`src/verilog/rfs_defs.svh`:
```
// Constants for the reference frequency selector: register indices, limits and timing.
`ifndef RFS_DEFS_SVH
`define RFS_DEFS_SVH
// Register indices; the byte address is four times the index.
`define RFS_IDX_CTRL 5'd0
`define RFS_IDX_WIDTH 5'd1
`define RFS_IDX_CENTER1 5'd2
`define RFS_IDX_JOGFREQ 5'd5
`define RFS_IDX_JOGACC 5'd6
`define RFS_IDX_JOGDEC 5'd7
`define RFS_IDX_MAXFREQ 5'd8
`define RFS_IDX_PRESET0 5'd8
`define RFS_IDX_LASTRW 5'd23
`define RFS_IDX_STAT_FREQ 5'd24
`define RFS_IDX_STAT_FLAGS 5'd25
`define RFS_IDX_STAT_PCT 5'd26
// Control register fields.
`define RFS_CTRL_LOOP_EN 0
`define RFS_CTRL_MANUAL 1
`define RFS_CTRL_KEYPAD 2
// Setting limits in 0.01 Hz or 0.01 s units.
`define RFS_MAX_FREQ 20'd50000
`define RFS_MAX_WIDTH 20'd3000
`define RFS_MAX_TIME 20'd600000
`define RFS_WHOLE_HZ 20'd100
`define RFS_MAX_FREQ_RST 20'd6000
// Jog start window.
`define RFS_JOG_WIN_MS 100
`define RFS_CLK_KHZ 25000
`define RFS_JOG_WIN_CYC (`RFS_JOG_WIN_MS * `RFS_CLK_KHZ)
// Bus answers.
`define RFS_RESP_OKAY 2'b00
`define RFS_RESP_SLVERR 2'b10
`endif

```
`src/verilog/rfs_pkg.sv`:
```
// Types shared by the reference frequency selector.
`default_nettype none
package rfs_pkg;
   typedef enum logic {RFS_NORMAL, RFS_JOG_READY} rfs_mode_t;
endpackage : rfs_pkg
`default_nettype wire

```
`src/verilog/rfs_top.sv`:
```
// Reference frequency selector: jump bands, preset table, loop setpoints and jog control.
//
// Added by the designer: the placing of the registers and the AXI4-Lite slave port.
`timescale 1ns/10ps
`default_nettype none
`include "rfs_defs.svh"
// Notes on behaviour
// [RULE1] Rising into band holds at lower edge.
// [RULE2] Falling into band holds at upper edge.
// [RULE3] Overlapping bands merge into one band.
// [RULE4] Three band centres; zero centre means none.
// [RULE5] One shared width; zero disables all bands.
// [RULE6] Fifteen preset frequencies up to 500 Hz.
// [RULE7] Four-bit select code picks preset or source.
// [RULE8] Loop setpoint from upper select bits.
// [RULE9] Manual speed from lower select bits.
// [RULE10] Setpoint presets whole hertz; percent of maximum.
// [RULE11] Jog-ready terminal enters jog-ready state.
// [RULE12] Keypad combination toggles jog-ready state.
// [RULE13] Mode changes only while the drive stopped; code also takes terminal jog-ready entry during a run inside the window.
// [RULE14] Keypad jog lasts while key held.
// [RULE15] Run terminal in jog-ready starts jog.
// [RULE16] Controller pairs jog and run within 100 ms.
// [RULE17] Run before jog-ready means normal run.
// [RULE18] Jogging uses the jog reference frequency.
// [RULE19] Jogging uses jog ramp time settings.
// [RULE20] Jog reference overrides, jump bands still apply.
module rfs_top #(
   parameter int JOG_WIN_CYC = `RFS_JOG_WIN_CYC,
   parameter int DW = 20
) (
   // Clock and reset.
   input wire logic core_clk_in,
   input wire logic sys_rst_in,
   // AXI4-Lite register port.
   input wire logic [7:0] s_axi_awaddr_in,
   input wire logic s_axi_awvalid_in,
   output logic s_axi_awready_out,
   input wire logic [31:0] s_axi_wdata_in,
   input wire logic [3:0] s_axi_wstrb_in,
   input wire logic s_axi_wvalid_in,
   output logic s_axi_wready_out,
   output logic [1:0] s_axi_bresp_out,
   output logic s_axi_bvalid_out,
   input wire logic s_axi_bready_in,
   input wire logic [7:0] s_axi_araddr_in,
   input wire logic s_axi_arvalid_in,
   output logic s_axi_arready_out,
   output logic [31:0] s_axi_rdata_out,
   output logic [1:0] s_axi_rresp_out,
   output logic s_axi_rvalid_out,
   input wire logic s_axi_rready_in,
   // Terminal and keypad commands.
   input wire logic preset_select_weight1_in,
   input wire logic preset_select_weight2_in,
   input wire logic preset_select_weight4_in,
   input wire logic preset_select_weight8_in,
   input wire logic forward_run_input_in,
   input wire logic reverse_run_input_in,
   input wire logic jog_ready_input_in,
   input wire logic keypad_jog_combo_in,
   input wire logic keypad_fwd_key_in,
   input wire logic keypad_rev_key_in,
   // Drive state and other reference sources.
   input wire logic motor_stopped_in,
   input wire logic [DW-1:0] normal_ref_in,
   input wire logic [DW-1:0] setpoint_source_ref_in,
   input wire logic [DW-1:0] loop_output_ref_in,
   input wire logic [DW-1:0] normal_accel_time_in,
   input wire logic [DW-1:0] normal_decel_time_in,
   // Results to the drive.
   output logic [DW-1:0] freq_ref_out,
   output logic [DW-1:0] loop_setpoint_out,
   output logic [DW-1:0] setpoint_pct_out,
   output logic [DW-1:0] accel_time_out,
   output logic [DW-1:0] decel_time_out,
   output logic run_cmd_out,
   output logic run_reverse_out,
   output logic jog_ready_out,
   output logic jogging_out
);
   // ***********************************************
   // Register storage and bus slave
   // ***********************************************
   localparam int NRW = 24;
   logic [DW-1:0] cfg [0:NRW-1];
   logic aw_held, w_held;
   logic [4:0] aw_idx;
   logic [31:0] w_data;
   logic [3:0] w_strb;

   // Upper bound for each writable setting; writes above it are clamped.
   function automatic logic [DW-1:0] rfs_limit(input logic [4:0] idx);
      if (idx == `RFS_IDX_WIDTH)
         rfs_limit = `RFS_MAX_WIDTH;
      else if (idx == `RFS_IDX_JOGACC || idx == `RFS_IDX_JOGDEC)
         rfs_limit = `RFS_MAX_TIME; // RULE19
      else if (idx == `RFS_IDX_CTRL)
         rfs_limit = 20'h00007;
      else
         rfs_limit = `RFS_MAX_FREQ; // RULE4 RULE6 RULE18
   endfunction : rfs_limit

   // Byte-lane merge followed by clamping to the setting's range.
   wire [DW-1:0] old_val = cfg[aw_idx];
   wire [23:0] merged = {w_strb[2] ? w_data[23:16] : {4'h0, old_val[19:16]},
                         w_strb[1] ? w_data[15:8] : old_val[15:8],
                         w_strb[0] ? w_data[7:0] : old_val[7:0]};
   wire [DW-1:0] lim = rfs_limit(aw_idx);
   wire [DW-1:0] next_val = (merged > {4'h0, lim}) ? lim : merged[DW-1:0];
   wire wr_go = aw_held && w_held && !s_axi_bvalid_out;
   wire wr_ok = aw_idx < 5'(NRW);

   // Address and data are latched independently, so either may arrive first.
   always_ff @(posedge core_clk_in)
   begin
      if (sys_rst_in)
      begin
         aw_held <= 1'b0;
         w_held <= 1'b0;
         aw_idx <= 5'h00;
         w_data <= 32'h00000000;
         w_strb <= 4'h0;
      end
      else
      begin
         if (s_axi_awvalid_in && s_axi_awready_out)
         begin
            aw_held <= 1'b1;
            aw_idx <= s_axi_awaddr_in[7] ? 5'h1f : s_axi_awaddr_in[6:2];
         end
         else if (wr_go)
            aw_held <= 1'b0;
         if (s_axi_wvalid_in && s_axi_wready_out)
         begin
            w_held <= 1'b1;
            w_data <= s_axi_wdata_in;
            w_strb <= s_axi_wstrb_in;
         end
         else if (wr_go)
            w_held <= 1'b0;
      end
   end

   // Ready is offered only while the corresponding holding slot is empty.
   always_ff @(posedge core_clk_in)
   begin
      if (sys_rst_in)
      begin
         s_axi_awready_out <= 1'b0;
         s_axi_wready_out <= 1'b0;
         s_axi_bvalid_out <= 1'b0;
         s_axi_bresp_out <= `RFS_RESP_OKAY;
      end
      else
      begin
         s_axi_awready_out <= !aw_held && !(s_axi_awvalid_in && s_axi_awready_out);
         s_axi_wready_out <= !w_held && !(s_axi_wvalid_in && s_axi_wready_out);
         if (wr_go)
         begin
            s_axi_bvalid_out <= 1'b1;
            s_axi_bresp_out <= wr_ok ? `RFS_RESP_OKAY : `RFS_RESP_SLVERR;
         end
         else if (s_axi_bready_in)
            s_axi_bvalid_out <= 1'b0;
      end
   end

   // Settings storage; the maximum frequency resets to a usable nonzero value.
   genvar gi;
   generate
      for (gi = 0; gi < NRW; gi++)
      begin : g_cfg
         always_ff @(posedge core_clk_in)
         begin
            if (sys_rst_in)
               cfg[gi] <= (gi == `RFS_IDX_MAXFREQ) ? `RFS_MAX_FREQ_RST : 20'h00000;
            else if (wr_go && aw_idx == 5'(gi))
               cfg[gi] <= next_val;
         end
      end
   endgenerate

   // Read side: status words expose the block's live outputs.
   wire [4:0] ar_idx = s_axi_araddr_in[6:2];
   wire [31:0] flags = {28'h0000000, run_reverse_out, run_cmd_out, jogging_out, jog_ready_out};
   wire [31:0] rd_word = (ar_idx < 5'(NRW)) ? {12'h000, cfg[ar_idx]} :
                         (ar_idx == `RFS_IDX_STAT_FREQ) ? {12'h000, freq_ref_out} :
                         (ar_idx == `RFS_IDX_STAT_FLAGS) ? flags :
                         (ar_idx == `RFS_IDX_STAT_PCT) ? {12'h000, setpoint_pct_out} : 32'h00000000;
   wire rd_ok = ar_idx <= `RFS_IDX_STAT_PCT && !s_axi_araddr_in[7];
   wire rd_take = s_axi_arvalid_in && s_axi_arready_out;

   // A read is answered one cycle after the address is taken.
   always_ff @(posedge core_clk_in)
   begin
      if (sys_rst_in)
      begin
         s_axi_arready_out <= 1'b0;
         s_axi_rvalid_out <= 1'b0;
         s_axi_rdata_out <= 32'h00000000;
         s_axi_rresp_out <= `RFS_RESP_OKAY;
      end
      else
      begin
         s_axi_arready_out <= !s_axi_rvalid_out && !rd_take;
         if (rd_take)
         begin
            s_axi_rvalid_out <= 1'b1;
            s_axi_rdata_out <= rd_ok ? rd_word : 32'h00000000;
            s_axi_rresp_out <= rd_ok ? `RFS_RESP_OKAY : `RFS_RESP_SLVERR;
         end
         else if (s_axi_rready_in)
            s_axi_rvalid_out <= 1'b0;
      end
   end

   // ***********************************************
   // Reference source selection
   // ***********************************************
   wire [3:0] sel = {preset_select_weight8_in, preset_select_weight4_in,
                     preset_select_weight2_in, preset_select_weight1_in};
   wire loop_en = cfg[`RFS_IDX_CTRL][`RFS_CTRL_LOOP_EN];
   wire manual = cfg[`RFS_IDX_CTRL][`RFS_CTRL_MANUAL];
   wire keypad_src = cfg[`RFS_IDX_CTRL][`RFS_CTRL_KEYPAD];
   wire [DW-1:0] max_freq = cfg[`RFS_IDX_MAXFREQ];
   // Preset n sits at index 8+n, so code zero never reaches the table.
   wire [DW-1:0] preset_code = cfg[`RFS_IDX_PRESET0 + {1'b0, sel}]; // RULE6 RULE7
   wire [DW-1:0] preset_sp = cfg[`RFS_IDX_PRESET0 + {1'b0, sel[3:2], 2'b00}];
   wire [DW-1:0] preset_man = cfg[`RFS_IDX_PRESET0 + {3'b000, sel[1:0]}];
   // Setpoint presets count in whole hertz; fractions are dropped.
   wire [DW-1:0] sp_whole = DW'((preset_sp / `RFS_WHOLE_HZ) * `RFS_WHOLE_HZ); // RULE10
   wire [DW-1:0] setpoint = (sel[3:2] == 2'b00) ? setpoint_source_ref_in : sp_whole; // RULE8
   wire [DW-1:0] man_ref = (sel[1:0] == 2'b00) ? normal_ref_in : preset_man; // RULE9
   wire [DW-1:0] plain_ref = (sel == 4'h0) ? normal_ref_in : preset_code; // RULE7
   wire [DW-1:0] loop_ref = manual ? man_ref : loop_output_ref_in;
   wire jogging;
   wire [DW-1:0] req = jogging ? cfg[`RFS_IDX_JOGFREQ] : // RULE18 RULE20
                       (loop_en ? loop_ref : plain_ref);
   // Integer division keeps the percent exact to the next lower step; zero maximum reads zero.
   wire [31:0] pct_num = {12'h000, setpoint} * 32'd100;
   wire [DW-1:0] pct = (max_freq == 20'h00000) ? 20'h00000 : DW'(pct_num / {12'h000, max_freq}); // RULE10

   // ***********************************************
   // Jump bands
   // ***********************************************
   wire [DW-1:0] width = cfg[`RFS_IDX_WIDTH];
   wire [DW-1:0] half = width >> 1;
   logic [2:0] bvalid;
   logic [DW-1:0] blo0 [0:2];
   logic [DW-1:0] bhi0 [0:2];
   logic [DW-1:0] blo [0:2];
   logic [DW-1:0] bhi [0:2];

   // Each band is its centre plus and minus half the width.
   generate
      for (gi = 0; gi < 3; gi++)
      begin : g_band
         wire [DW-1:0] c = cfg[`RFS_IDX_CENTER1 + 5'(gi)];
         assign bvalid[gi] = (c != 20'h00000) && (width != 20'h00000); // RULE4 RULE5
         assign blo0[gi] = (c > half) ? c - half : 20'h00000;
         assign bhi0[gi] = c + half;
      end
   endgenerate

   // Two merge passes cover a chain of three overlapping bands.
   always_comb
   begin
      logic [DW-1:0] tlo [0:2];
      logic [DW-1:0] thi [0:2];
      for (int i = 0; i < 3; i++)
      begin
         tlo[i] = blo0[i];
         thi[i] = bhi0[i];
      end
      for (int p = 0; p < 2; p++)
         for (int i = 0; i < 3; i++)
            for (int j = 0; j < 3; j++)
               if (bvalid[i] && bvalid[j] && tlo[j] <= thi[i] && thi[j] >= tlo[i])
               begin
                  tlo[i] = (tlo[j] < tlo[i]) ? tlo[j] : tlo[i]; // RULE3
                  thi[i] = (thi[j] > thi[i]) ? thi[j] : thi[i]; // RULE3
               end
      for (int i = 0; i < 3; i++)
      begin
         blo[i] = tlo[i];
         bhi[i] = thi[i];
      end
   end

   // The previous output tells which side the request entered from.
   logic [DW-1:0] next_freq;
   always_comb
   begin
      next_freq = req;
      for (int i = 0; i < 3; i++)
         if (bvalid[i] && req > blo[i] && req < bhi[i])
            next_freq = (freq_ref_out >= bhi[i]) ? bhi[i] : blo[i]; // RULE1 RULE2
   end

   // ***********************************************
   // Jog control
   // ***********************************************
   rfs_pkg::rfs_mode_t mode, next_mode;
   logic jog_d, combo_d, run_d, normal_run, key_jog;
   logic [31:0] win_cnt;
   wire term_run = forward_run_input_in || reverse_run_input_in;
   wire key_any = keypad_fwd_key_in || keypad_rev_key_in;
   wire jog_rise = jog_ready_input_in && !jog_d;
   wire jog_fall = !jog_ready_input_in && jog_d;
   wire combo_rise = keypad_jog_combo_in && !combo_d;
   // A jog input paired with a fresh run input inside the window still counts.
   wire in_window = term_run && (!run_d || win_cnt < 32'(JOG_WIN_CYC)) && !normal_run; // RULE16
   wire may_switch = motor_stopped_in || in_window; // RULE13
   wire is_ready = mode == rfs_pkg::RFS_JOG_READY;
   assign jogging = is_ready && ((term_run && !normal_run) || key_jog); // RULE15 RULE14

   // Mode transitions honour the stopped condition, except jog-ready terminal entry paired with a run inside the window.
   always_comb
   begin
      next_mode = mode;
      case (mode)
         rfs_pkg::RFS_NORMAL:
            if ((jog_rise && may_switch) || (combo_rise && keypad_src && motor_stopped_in))
               next_mode = rfs_pkg::RFS_JOG_READY; // RULE11 RULE12
         rfs_pkg::RFS_JOG_READY:
            if ((jog_fall || (combo_rise && keypad_src)) && motor_stopped_in)
               next_mode = rfs_pkg::RFS_NORMAL; // RULE12 RULE13
         default:
            next_mode = rfs_pkg::RFS_NORMAL;
      endcase
   end

   // A run held past the window without jog-ready becomes an ordinary run.
   always_ff @(posedge core_clk_in)
   begin
      if (sys_rst_in)
      begin
         mode <= rfs_pkg::RFS_NORMAL;
         jog_d <= 1'b0;
         combo_d <= 1'b0;
         run_d <= 1'b0;
         normal_run <= 1'b0;
         key_jog <= 1'b0;
         win_cnt <= 32'h00000000;
      end
      else
      begin
         mode <= next_mode;
         jog_d <= jog_ready_input_in;
         combo_d <= keypad_jog_combo_in;
         run_d <= term_run;
         key_jog <= keypad_src && key_any; // RULE14
         if (term_run && !run_d)
            win_cnt <= 32'h00000000;
         else if (term_run && win_cnt < 32'(JOG_WIN_CYC))
            win_cnt <= win_cnt + 32'h00000001;
         if (!term_run || jog_rise)
            normal_run <= 1'b0; // RULE17
         else if (!is_ready && !in_window)
            normal_run <= 1'b1; // RULE17
      end
   end

   // ***********************************************
   // Registered outputs
   // ***********************************************
   always_ff @(posedge core_clk_in)
   begin
      if (sys_rst_in)
      begin
         freq_ref_out <= 20'h00000;
         loop_setpoint_out <= 20'h00000;
         setpoint_pct_out <= 20'h00000;
         accel_time_out <= 20'h00000;
         decel_time_out <= 20'h00000;
         run_cmd_out <= 1'b0;
         run_reverse_out <= 1'b0;
         jog_ready_out <= 1'b0;
         jogging_out <= 1'b0;
      end
      else
      begin
         freq_ref_out <= next_freq;
         loop_setpoint_out <= setpoint;
         setpoint_pct_out <= pct;
         // Jog ramps stay selected in jog-ready so a released key decelerates on the jog time.
         accel_time_out <= is_ready ? cfg[`RFS_IDX_JOGACC] : normal_accel_time_in; // RULE19
         decel_time_out <= is_ready ? cfg[`RFS_IDX_JOGDEC] : normal_decel_time_in; // RULE19 RULE14
         run_cmd_out <= jogging || normal_run;
         run_reverse_out <= key_jog ? keypad_rev_key_in : reverse_run_input_in;
         jog_ready_out <= is_ready;
         jogging_out <= jogging;
      end
   end

   // ***********************************************
   // Assertions
   // ***********************************************
   a_jog_ref_used: assert property (@(posedge core_clk_in) disable iff (sys_rst_in) // RULE18
      jogging && !(|bvalid) |=> freq_ref_out == $past(cfg[`RFS_IDX_JOGFREQ]))
      else $error("jog reference not used");
   a_mode_stopped: assert property (@(posedge core_clk_in) disable iff (sys_rst_in) // RULE13
      is_ready && !motor_stopped_in |=> is_ready)
      else $error("left jog-ready while running");
   a_jog_terminal: assert property (@(posedge core_clk_in) disable iff (sys_rst_in) // RULE11
      !is_ready && jog_rise && motor_stopped_in |=> is_ready ##1 jog_ready_out)
      else $error("jog terminal ignored");
   a_no_band_zero: assert property (@(posedge core_clk_in) disable iff (sys_rst_in) // RULE5
      width == 20'h00000 && !jogging |=> freq_ref_out == $past(req))
      else $error("band active with zero width");
   a_band_lower: assert property (@(posedge core_clk_in) disable iff (sys_rst_in) // RULE1
      bvalid[0] && req > blo[0] && req < bhi[0] && freq_ref_out <= blo[0] |=> freq_ref_out == $past(blo[0]))
      else $error("band lower edge not held");
   a_band_upper: assert property (@(posedge core_clk_in) disable iff (sys_rst_in) // RULE2
      bvalid[0] && req > blo[0] && req < bhi[0] && freq_ref_out >= bhi[0] |=> freq_ref_out == $past(bhi[0]))
      else $error("band upper edge not held");
   a_preset_pick: assert property (@(posedge core_clk_in) disable iff (sys_rst_in) // RULE7
      !loop_en && !jogging && sel != 4'h0 && bvalid == 3'b000 |=> freq_ref_out == $past(preset_code))
      else $error("preset not selected");
   a_setpoint_pct: assert property (@(posedge core_clk_in) disable iff (sys_rst_in) // RULE10
      max_freq != 20'h00000 |=> setpoint_pct_out * $past(max_freq) <= loop_setpoint_out * 100)
      else $error("setpoint percent wrong");
   a_key_release: assert property (@(posedge core_clk_in) disable iff (sys_rst_in) // RULE14
      is_ready && keypad_src && !term_run && !key_any |=> ##1 !jogging_out)
      else $error("jog continued after key release");
   a_run_latched: assert property (@(posedge core_clk_in) disable iff (sys_rst_in) // RULE17
      normal_run && term_run && !jog_rise |=> !jogging)
      else $error("normal run turned into jog");
   c_jog_start: cover property (@(posedge core_clk_in) disable iff (sys_rst_in) jog_rise ##[1:4] jogging);
   c_band_hold: cover property (@(posedge core_clk_in) disable iff (sys_rst_in)
      bvalid[0] && req > blo[0] && req < bhi[0]);
   c_keypad_toggle: cover property (@(posedge core_clk_in) disable iff (sys_rst_in) combo_rise && keypad_src);
   c_normal_run: cover property (@(posedge core_clk_in) disable iff (sys_rst_in) $rose(normal_run));
endmodule : rfs_top
`default_nettype wire

```
`config.mk`:
```
export PLATFORM = sky130hd
export DESIGN_NAME = rfs_top
export DESIGN_NICKNAME = d
export VERILOG_FILES = /design/src/verilog/rfs_pkg.sv /design/src/verilog/rfs_top.sv
export VERILOG_INCLUDE_DIRS = /design/src /design/src/verilog
export SDC_FILE = /design/constraint.sdc
export NUM_CORES = 2
export LEC_CHECK = 0
export BUFFER_PORTS_ARGS = -buffer_cell sky130_fd_sc_hd__buf_2
export CORE_ASPECT_RATIO = 1.5
export CORE_MARGIN = 4
export CORE_UTILIZATION = 60
export CTS_CLUSTER_SIZE = 30
export DETAILED_ROUTE_END_ITERATION = 6
export HOLD_SLACK_MARGIN = 0.08
export PLACE_DENSITY = 0.79
export SLEW_MARGIN = 20
export SYNTH_ARGS = -nofsm -noshare
export SYNTH_HDL_FRONTEND = slang
export SYNTH_SLANG_ARGS = --single-unit
export TNS_END_PERCENT = 50
```
`constraint.sdc`:
```
create_clock -name core_clk_in -period 126.7 [get_ports core_clk_in]
set_input_delay 6.335 -clock core_clk_in [delete_from_list [all_inputs] [get_ports core_clk_in]]
set_output_delay 6.335 -clock core_clk_in [all_outputs]
set_load 0.02 [all_outputs]
```
Word-level counts from Yosys, hierarchy flattened:

Memories as Yosys holds them, arrays and structs flattened. A register that Yosys moved wholly into a read port is not among the register bits.
Index checks and enable logic that the tools add are counted.

* memories: 1
* memory bits (writable): 480
* output and inout port bits: 145
* flip-flop bits (word level): 217
* input bits: 170

Memory list
* cfg: words 24, width 20, read ports 14, clocked after Yosys merged registers in 1, write ports 24, RTL line rfs_top.sv:86 `logic [DW-1:0] cfg [0:NRW-1];`

* divide/modulo/power cells: 2
* reduce and logical (&&, ||, !) cells: 126
* $mul: 2
* equality and inequality tests: 26
* bitwise operators: 25
* mux-type cells: 191
* $add $sub $neg: 10
* magnitude comparators: 65

Operators by type and width (count)
* two-way mux 20 bit: 97
* greater-or-equal comparator 20 bit: 15
* > comparator 20 bit: 15
* < comparator 20 bit: 15
* less-or-equal comparator 20 bit: 12
* logical AND 1 bit: 84
* two-way mux 1 bit: 84
* nonzero test 20 bit: 4
* adder 20 x 19 -> 20 bit: 3
* > comparator 20 x 19 -> 1 bit: 3
* subtractor 20 x 19 -> 20 bit: 3
* equality test 5 bit, second input constant: 11
* equality test 5 x 4 -> 1 bit, second input constant: 8
* adder 32 x 1 -> 32 bit, second input constant: 1
* divider 27 x 20 -> 32 bit: 1
* < comparator 32 x 22 -> 1 bit, second input constant: 1
* multiplier 20 x 5 -> 25 bit, second input constant: 1
* > comparator 24 x 20 -> 1 bit: 1
* two-way mux 8 bit: 3
* bitwise OR 1 bit: 24
* divider 20 x 7 -> 20 bit, second input constant: 1
* equality test 5 x 3 -> 1 bit, second input constant: 4
* logical NOT 20 bit: 1
* multiplier 20 x 5 -> 18 bit, second input constant: 1
* other kinds (18): 54

Longest topological paths before layout:

An unclocked memory read counts as a cell.

* word-level depth: 43
* mapped depth: 742
* depth with buffers taken out: 672

Worst setup path before layout:

Ideal clock, no wire load.

* kind: input -> register
* start point: input preset_select_weight4_in
* end point: register setpoint_pct_out[0]
* stages: 717
* data required time: 126.571 ns
* arrival: 125.472 ns
* slack: 1.099 ns
* path buffers: 74
* cells stage by stage: buf_4 > mux4_2 > buf_4 > or2_1 > a21o_1 > a31o_1 > buf_4 > o21ai_2 > mux2_2 > a21oi_2 > o211ai_4 > o41ai_4 > nand3b_4 > a31oi_4 > xnor2_1 > o311a_1 > or3_4 > mux2i_4 > (+681 left out) > buf_2 > buf_2 > nor2_1 > a21oi_1 > ha_1 > a21oi_1 > nor2b_1 > o21ai_0 > nand2b_1 > a21oi_1 > nor2b_1 > o21ai_0 > nand2b_1 > a221oi_1 > o211ai_1 > a21oi_1 > o31a_1 > a31oi_1

* word-level cells in the longest chain between the ends: 7
* elaborated cells on any way between the ends: 8
* classes of those cells: 1 x add/sub; 2 x mul; 2 x div; 1 x mux; 1 x reduce/logical; 1 x memory

Ends and longest elaborated chain
* start, declared: RTL line rfs_top.sv:56 `input wire logic preset_select_weight4_in,`
* adder 4 x 4 -> 5 bit (no source line)
* memory (24 x 20 bit)
* divider 20 x 7 -> 20 bit (no source line)
* multiplier 20 x 5 -> 18 bit (no source line)
* two-way mux 20 bit (*): RTL line rfs_top.sv:233 `wire [DW-1:0] setpoint = (sel[3:2] == 2'b00) ? setpoint_source_ref_in : sp_whole;`
* named net setpoint[7]: RTL line rfs_top.sv:233
* multiplier 20 x 5 -> 25 bit (*): RTL line rfs_top.sv:241 `wire [31:0] pct_num = {12'h000, setpoint} * 32'd100;`
* divider 27 x 20 -> 32 bit (*): RTL line rfs_top.sv:242 `wire [DW-1:0] pct = (max_freq == 20'h00000) ? 20'h00000 : DW'(pct_num / {12'h000, max_freq});`
* end signal, assigned: RTL line rfs_top.sv:386 `setpoint_pct_out <= pct;`
* end, declared: RTL line rfs_top.sv:74 `output logic [DW-1:0] setpoint_pct_out,`

The timed path passes the listed nets; every way through them passes the cells marked *.
A chain may end at the register's enable or synchronous reset.

Worst setup path in the final report:

Ends and elaborated chain as after synthesis.

==> results.py <==
metrics = {
    "flow_run": {
        "cap_viol_max_count": 0,
    },
    "detailed_routing": {
        "first_pass_iters": 7,
        "avgRoutedWirePerCell_um": 29.3,
        "vias_per_cell": 6.98,
        "drtAntennaViolNets": 0,
        "vias": 115000,
        "drt_iter0_markers": 13600,
        "totalWireLength_mm": 483,
        "drc": 174,
    },
    "synth": {
        "async_flop_share_pct": 0,
        "synthTopCellsByArea": "ha_1, edfxtp_1, mux4_2",
        "syn_area_per_cell_um2": 8.31,
        "ys_seq_elements": 688,
        "synth_edf_count": 480,
        "synth.largest_area_cell": "ha_1",
        "yosysSeqAreaShare_pct": 16.4,
        "synth_area_um2": 113000,
        "ys_types": 189,
        "synth.yosys.warnings": 0,
        "synthFlopType": "edfxtp_1",
        "yosys.area.top_type_share_pct": 20.1,
        "syn_inst": 13600,
    },
    "clock_network": {
        "clock-sinks": 688,
        "hold_buffers": 0,
        "root_buffer": "clkbuf_16",
        "cts.clk_slew.worst_paths_ns": 0.07,
        "clk_path_buf_depth": 3,
        "clock_latency_ns": 0.73,
        "tritoncts": "done",
        "numCtsBuffers": 74,
        "cts-htree-levels": 3,
    },
    "die": {
        "die-area_um2": 196000,
        "die_h_um": 540,
        "num_rows": 195,
        "start_util_pct": 60.3,
        "core-area_um2": 188000,
        "dieWidth_um": 363,
        "ios": 315,
    },
    "placement": {
        "placed_area_um2": 119000,
        "place_hpwl_mm": 369,
        "port_buffers": 287,
        "dp_cells": 16200,
        "gp_congestion": 1.07,
    },
    "critical_path": {
        "slowest_stage": "mux4_2",
        "arrival_ns": 120.69,
        "startpoint_type": "input port",
        "required_ns": 127.19,
        "cp-end-kind": "flop",
        "cp_max_fo": 42,
        "cp_common_cell": "a21o_1",
        "worst-setup-path-type": "in -> reg",
        "slowest_delay_ns": 0.72,
    },
    "final_layout": {
        "syn2layout_area_growth_pct": 8.85,
        "drive_gt1_share_pct": 14.0,
        "layout_commonest_cell": "ha_1",
        "design_area_um2": 123000,
        "fillers": 16100,
        "final_cell_mix": "ha_1, nor2_1, a21oi_1, nand2_1, o21ai_0",
        "nNetsFinal": 15900,
        "stdcell_count": 16500,
    },
    "sta": {
        "relSlewSlack_pct": 6.73,
        "hold_viol_final": 0,
        "finalHoldWorstSlack_ns": 0.456,
        "fin_crit_sh_pct": 94.9,
        "clock_skew_ns": 0.0884,
        "period_needed_ns": 120.20,
        "setup_viol": 0,
        "worst-slew-pin-transition_ns": 1.38,
        "tns_ns": 0,
        "slew_violations": 0,
        "fmax_ghz": 0.00832,
    },
    "global_routing": {
        "antenna_found_initial": 47,
        "grt_overflow": 0,
        "grt_max_degree": 76,
        "grt_pass1_vias": 110000,
        "grt_pass1_wl_mm": 689,
        "grt_util_all_layers_pct": 46.8,
    },
    "outcome": {
        "violations": "DRC",
        "status": "complete, but fails checks",
    },
    "min_path": {
        "hold_path.class": "reg -> reg",
    },
}
## per-layer routing
layer	wire length, µm	vias to the layer above	track usage (%)
li1	-	51000	-
met1	152000	53300	48.1
met2	210000	7683	73.7
met3	56900	2929	14.7
met4	63700	34	47.4
met5	367	-	0.273
## critical path: cells and delay by family
| kind | cells | cell delay [ns] |
|---|---|---|
| AOI/OAI and AO/OA | 357 | 62.28 |
| and+or+nand+nor | 194 | 28.16 |
| adders and majority gates | 39 | 11.84 |
| buffers and inverters | 45 | 5.92 |
| muxes | 11 | 4.20 |
| xor gates and xnor gates | 11 | 1.65 |
## worst paths after layout
check | slack [ns] | to | cells after the start | start
setup reg to reg | 11.47 | setpoint_pct_out[0] | 656 | cfg[8][16]
setup / recovery | 6.50 | setpoint_pct_out[0] | 657 | preset_select_weight4_in
hold / removal | 0.46 | s_axi_rdata_out[18] | 2 | s_axi_rdata_out[18]
hold reg to reg | 0.46 | s_axi_rdata_out[18] | 2 | s_axi_rdata_out[18]
## cell families after synthesis
family	count (synthesis)	synth area share [%]
mux	908	12.3
xor+xnor	692	5.52
buf+inv	1233	4.58
simple gates	4486	19.4
other cells	1	0.00331
fa+ha+maj	1856	20.7
compound gates	3760	21.1
flops	688	16.4
## through the flow
stage / setup WS, ns / util [%]
after floorplan: 1.10 / -
after global placement: 0.139 / 63.2
after detailed placement: -0.796 / 63.2
after CTS: 0.0987 / 64.6
after global routing: -1.36 / 65.6
final: 6.50 / 65.6
## sequential cells by signal (all words and copies together) (netlist names), 3 cells and up, named ones only
register	flops
accel_time_out	20
aw_idx	5
cfg	480
decel_time_out	20
freq_ref_out	20
loop_setpoint_out	20
s_axi_rdata_out	20
setpoint_pct_out	20
w_data	24
w_strb	3
win_cnt	32
## cell usage after synthesis, types with 24 or more instances
library cell,instances
buf_6,26
nor2b_1,377
nand2b_1,374
a211oi_1,101
a31oi_1,52
or4_1,30
o211ai_1,54
o21ai_1,68
o31ai_1,40
a21boi_0,24
a21o_1,548
dfxtp_1,208
clkbuf_1,389
nor3_1,185
nor4_1,100
o2111ai_1,37
nand3_1,149
mux2_2,103
nand2_1,841
xor2_1,242
and3_1,52
o221ai_1,39
and2_1,73
buf_1,90
ha_1,1818
buf_4,47
inv_1,628
or2_2,48
o21ai_0,775
mux4_2,372
fa_1,31
edfxtp_1,480
xnor2_1,430
a21oi_1,1394
o21bai_1,120
and4_1,38
nand4_1,290
o21a_1,116
mux2i_1,408
or3_1,43
nor2_1,1711
## final cells by class
cell class,instances,area (µm²),share of cell area (%)
multi-input cells,11700,91100,74.0
inverters,641,2420,1.96
clock buffers,100,2110,1.71
flip-flops and latches,688,18600,15.1
clock inverters,37,473,0.384
repair buffers,788,5370,4.36
well taps,2462,3080,2.50
diodes,24,60.1,0.0487
## timing repair
action,CTS,global route
cloned,0,8
setup endpoints to repair,1,3
buffers inserted,1,72
pin swaps,1,54
gates resized for setup,3,237
Power is left out: the tool's default activity adds up to more than one toggle a clock period on the data nets, which glitch-free logic cannot reach.
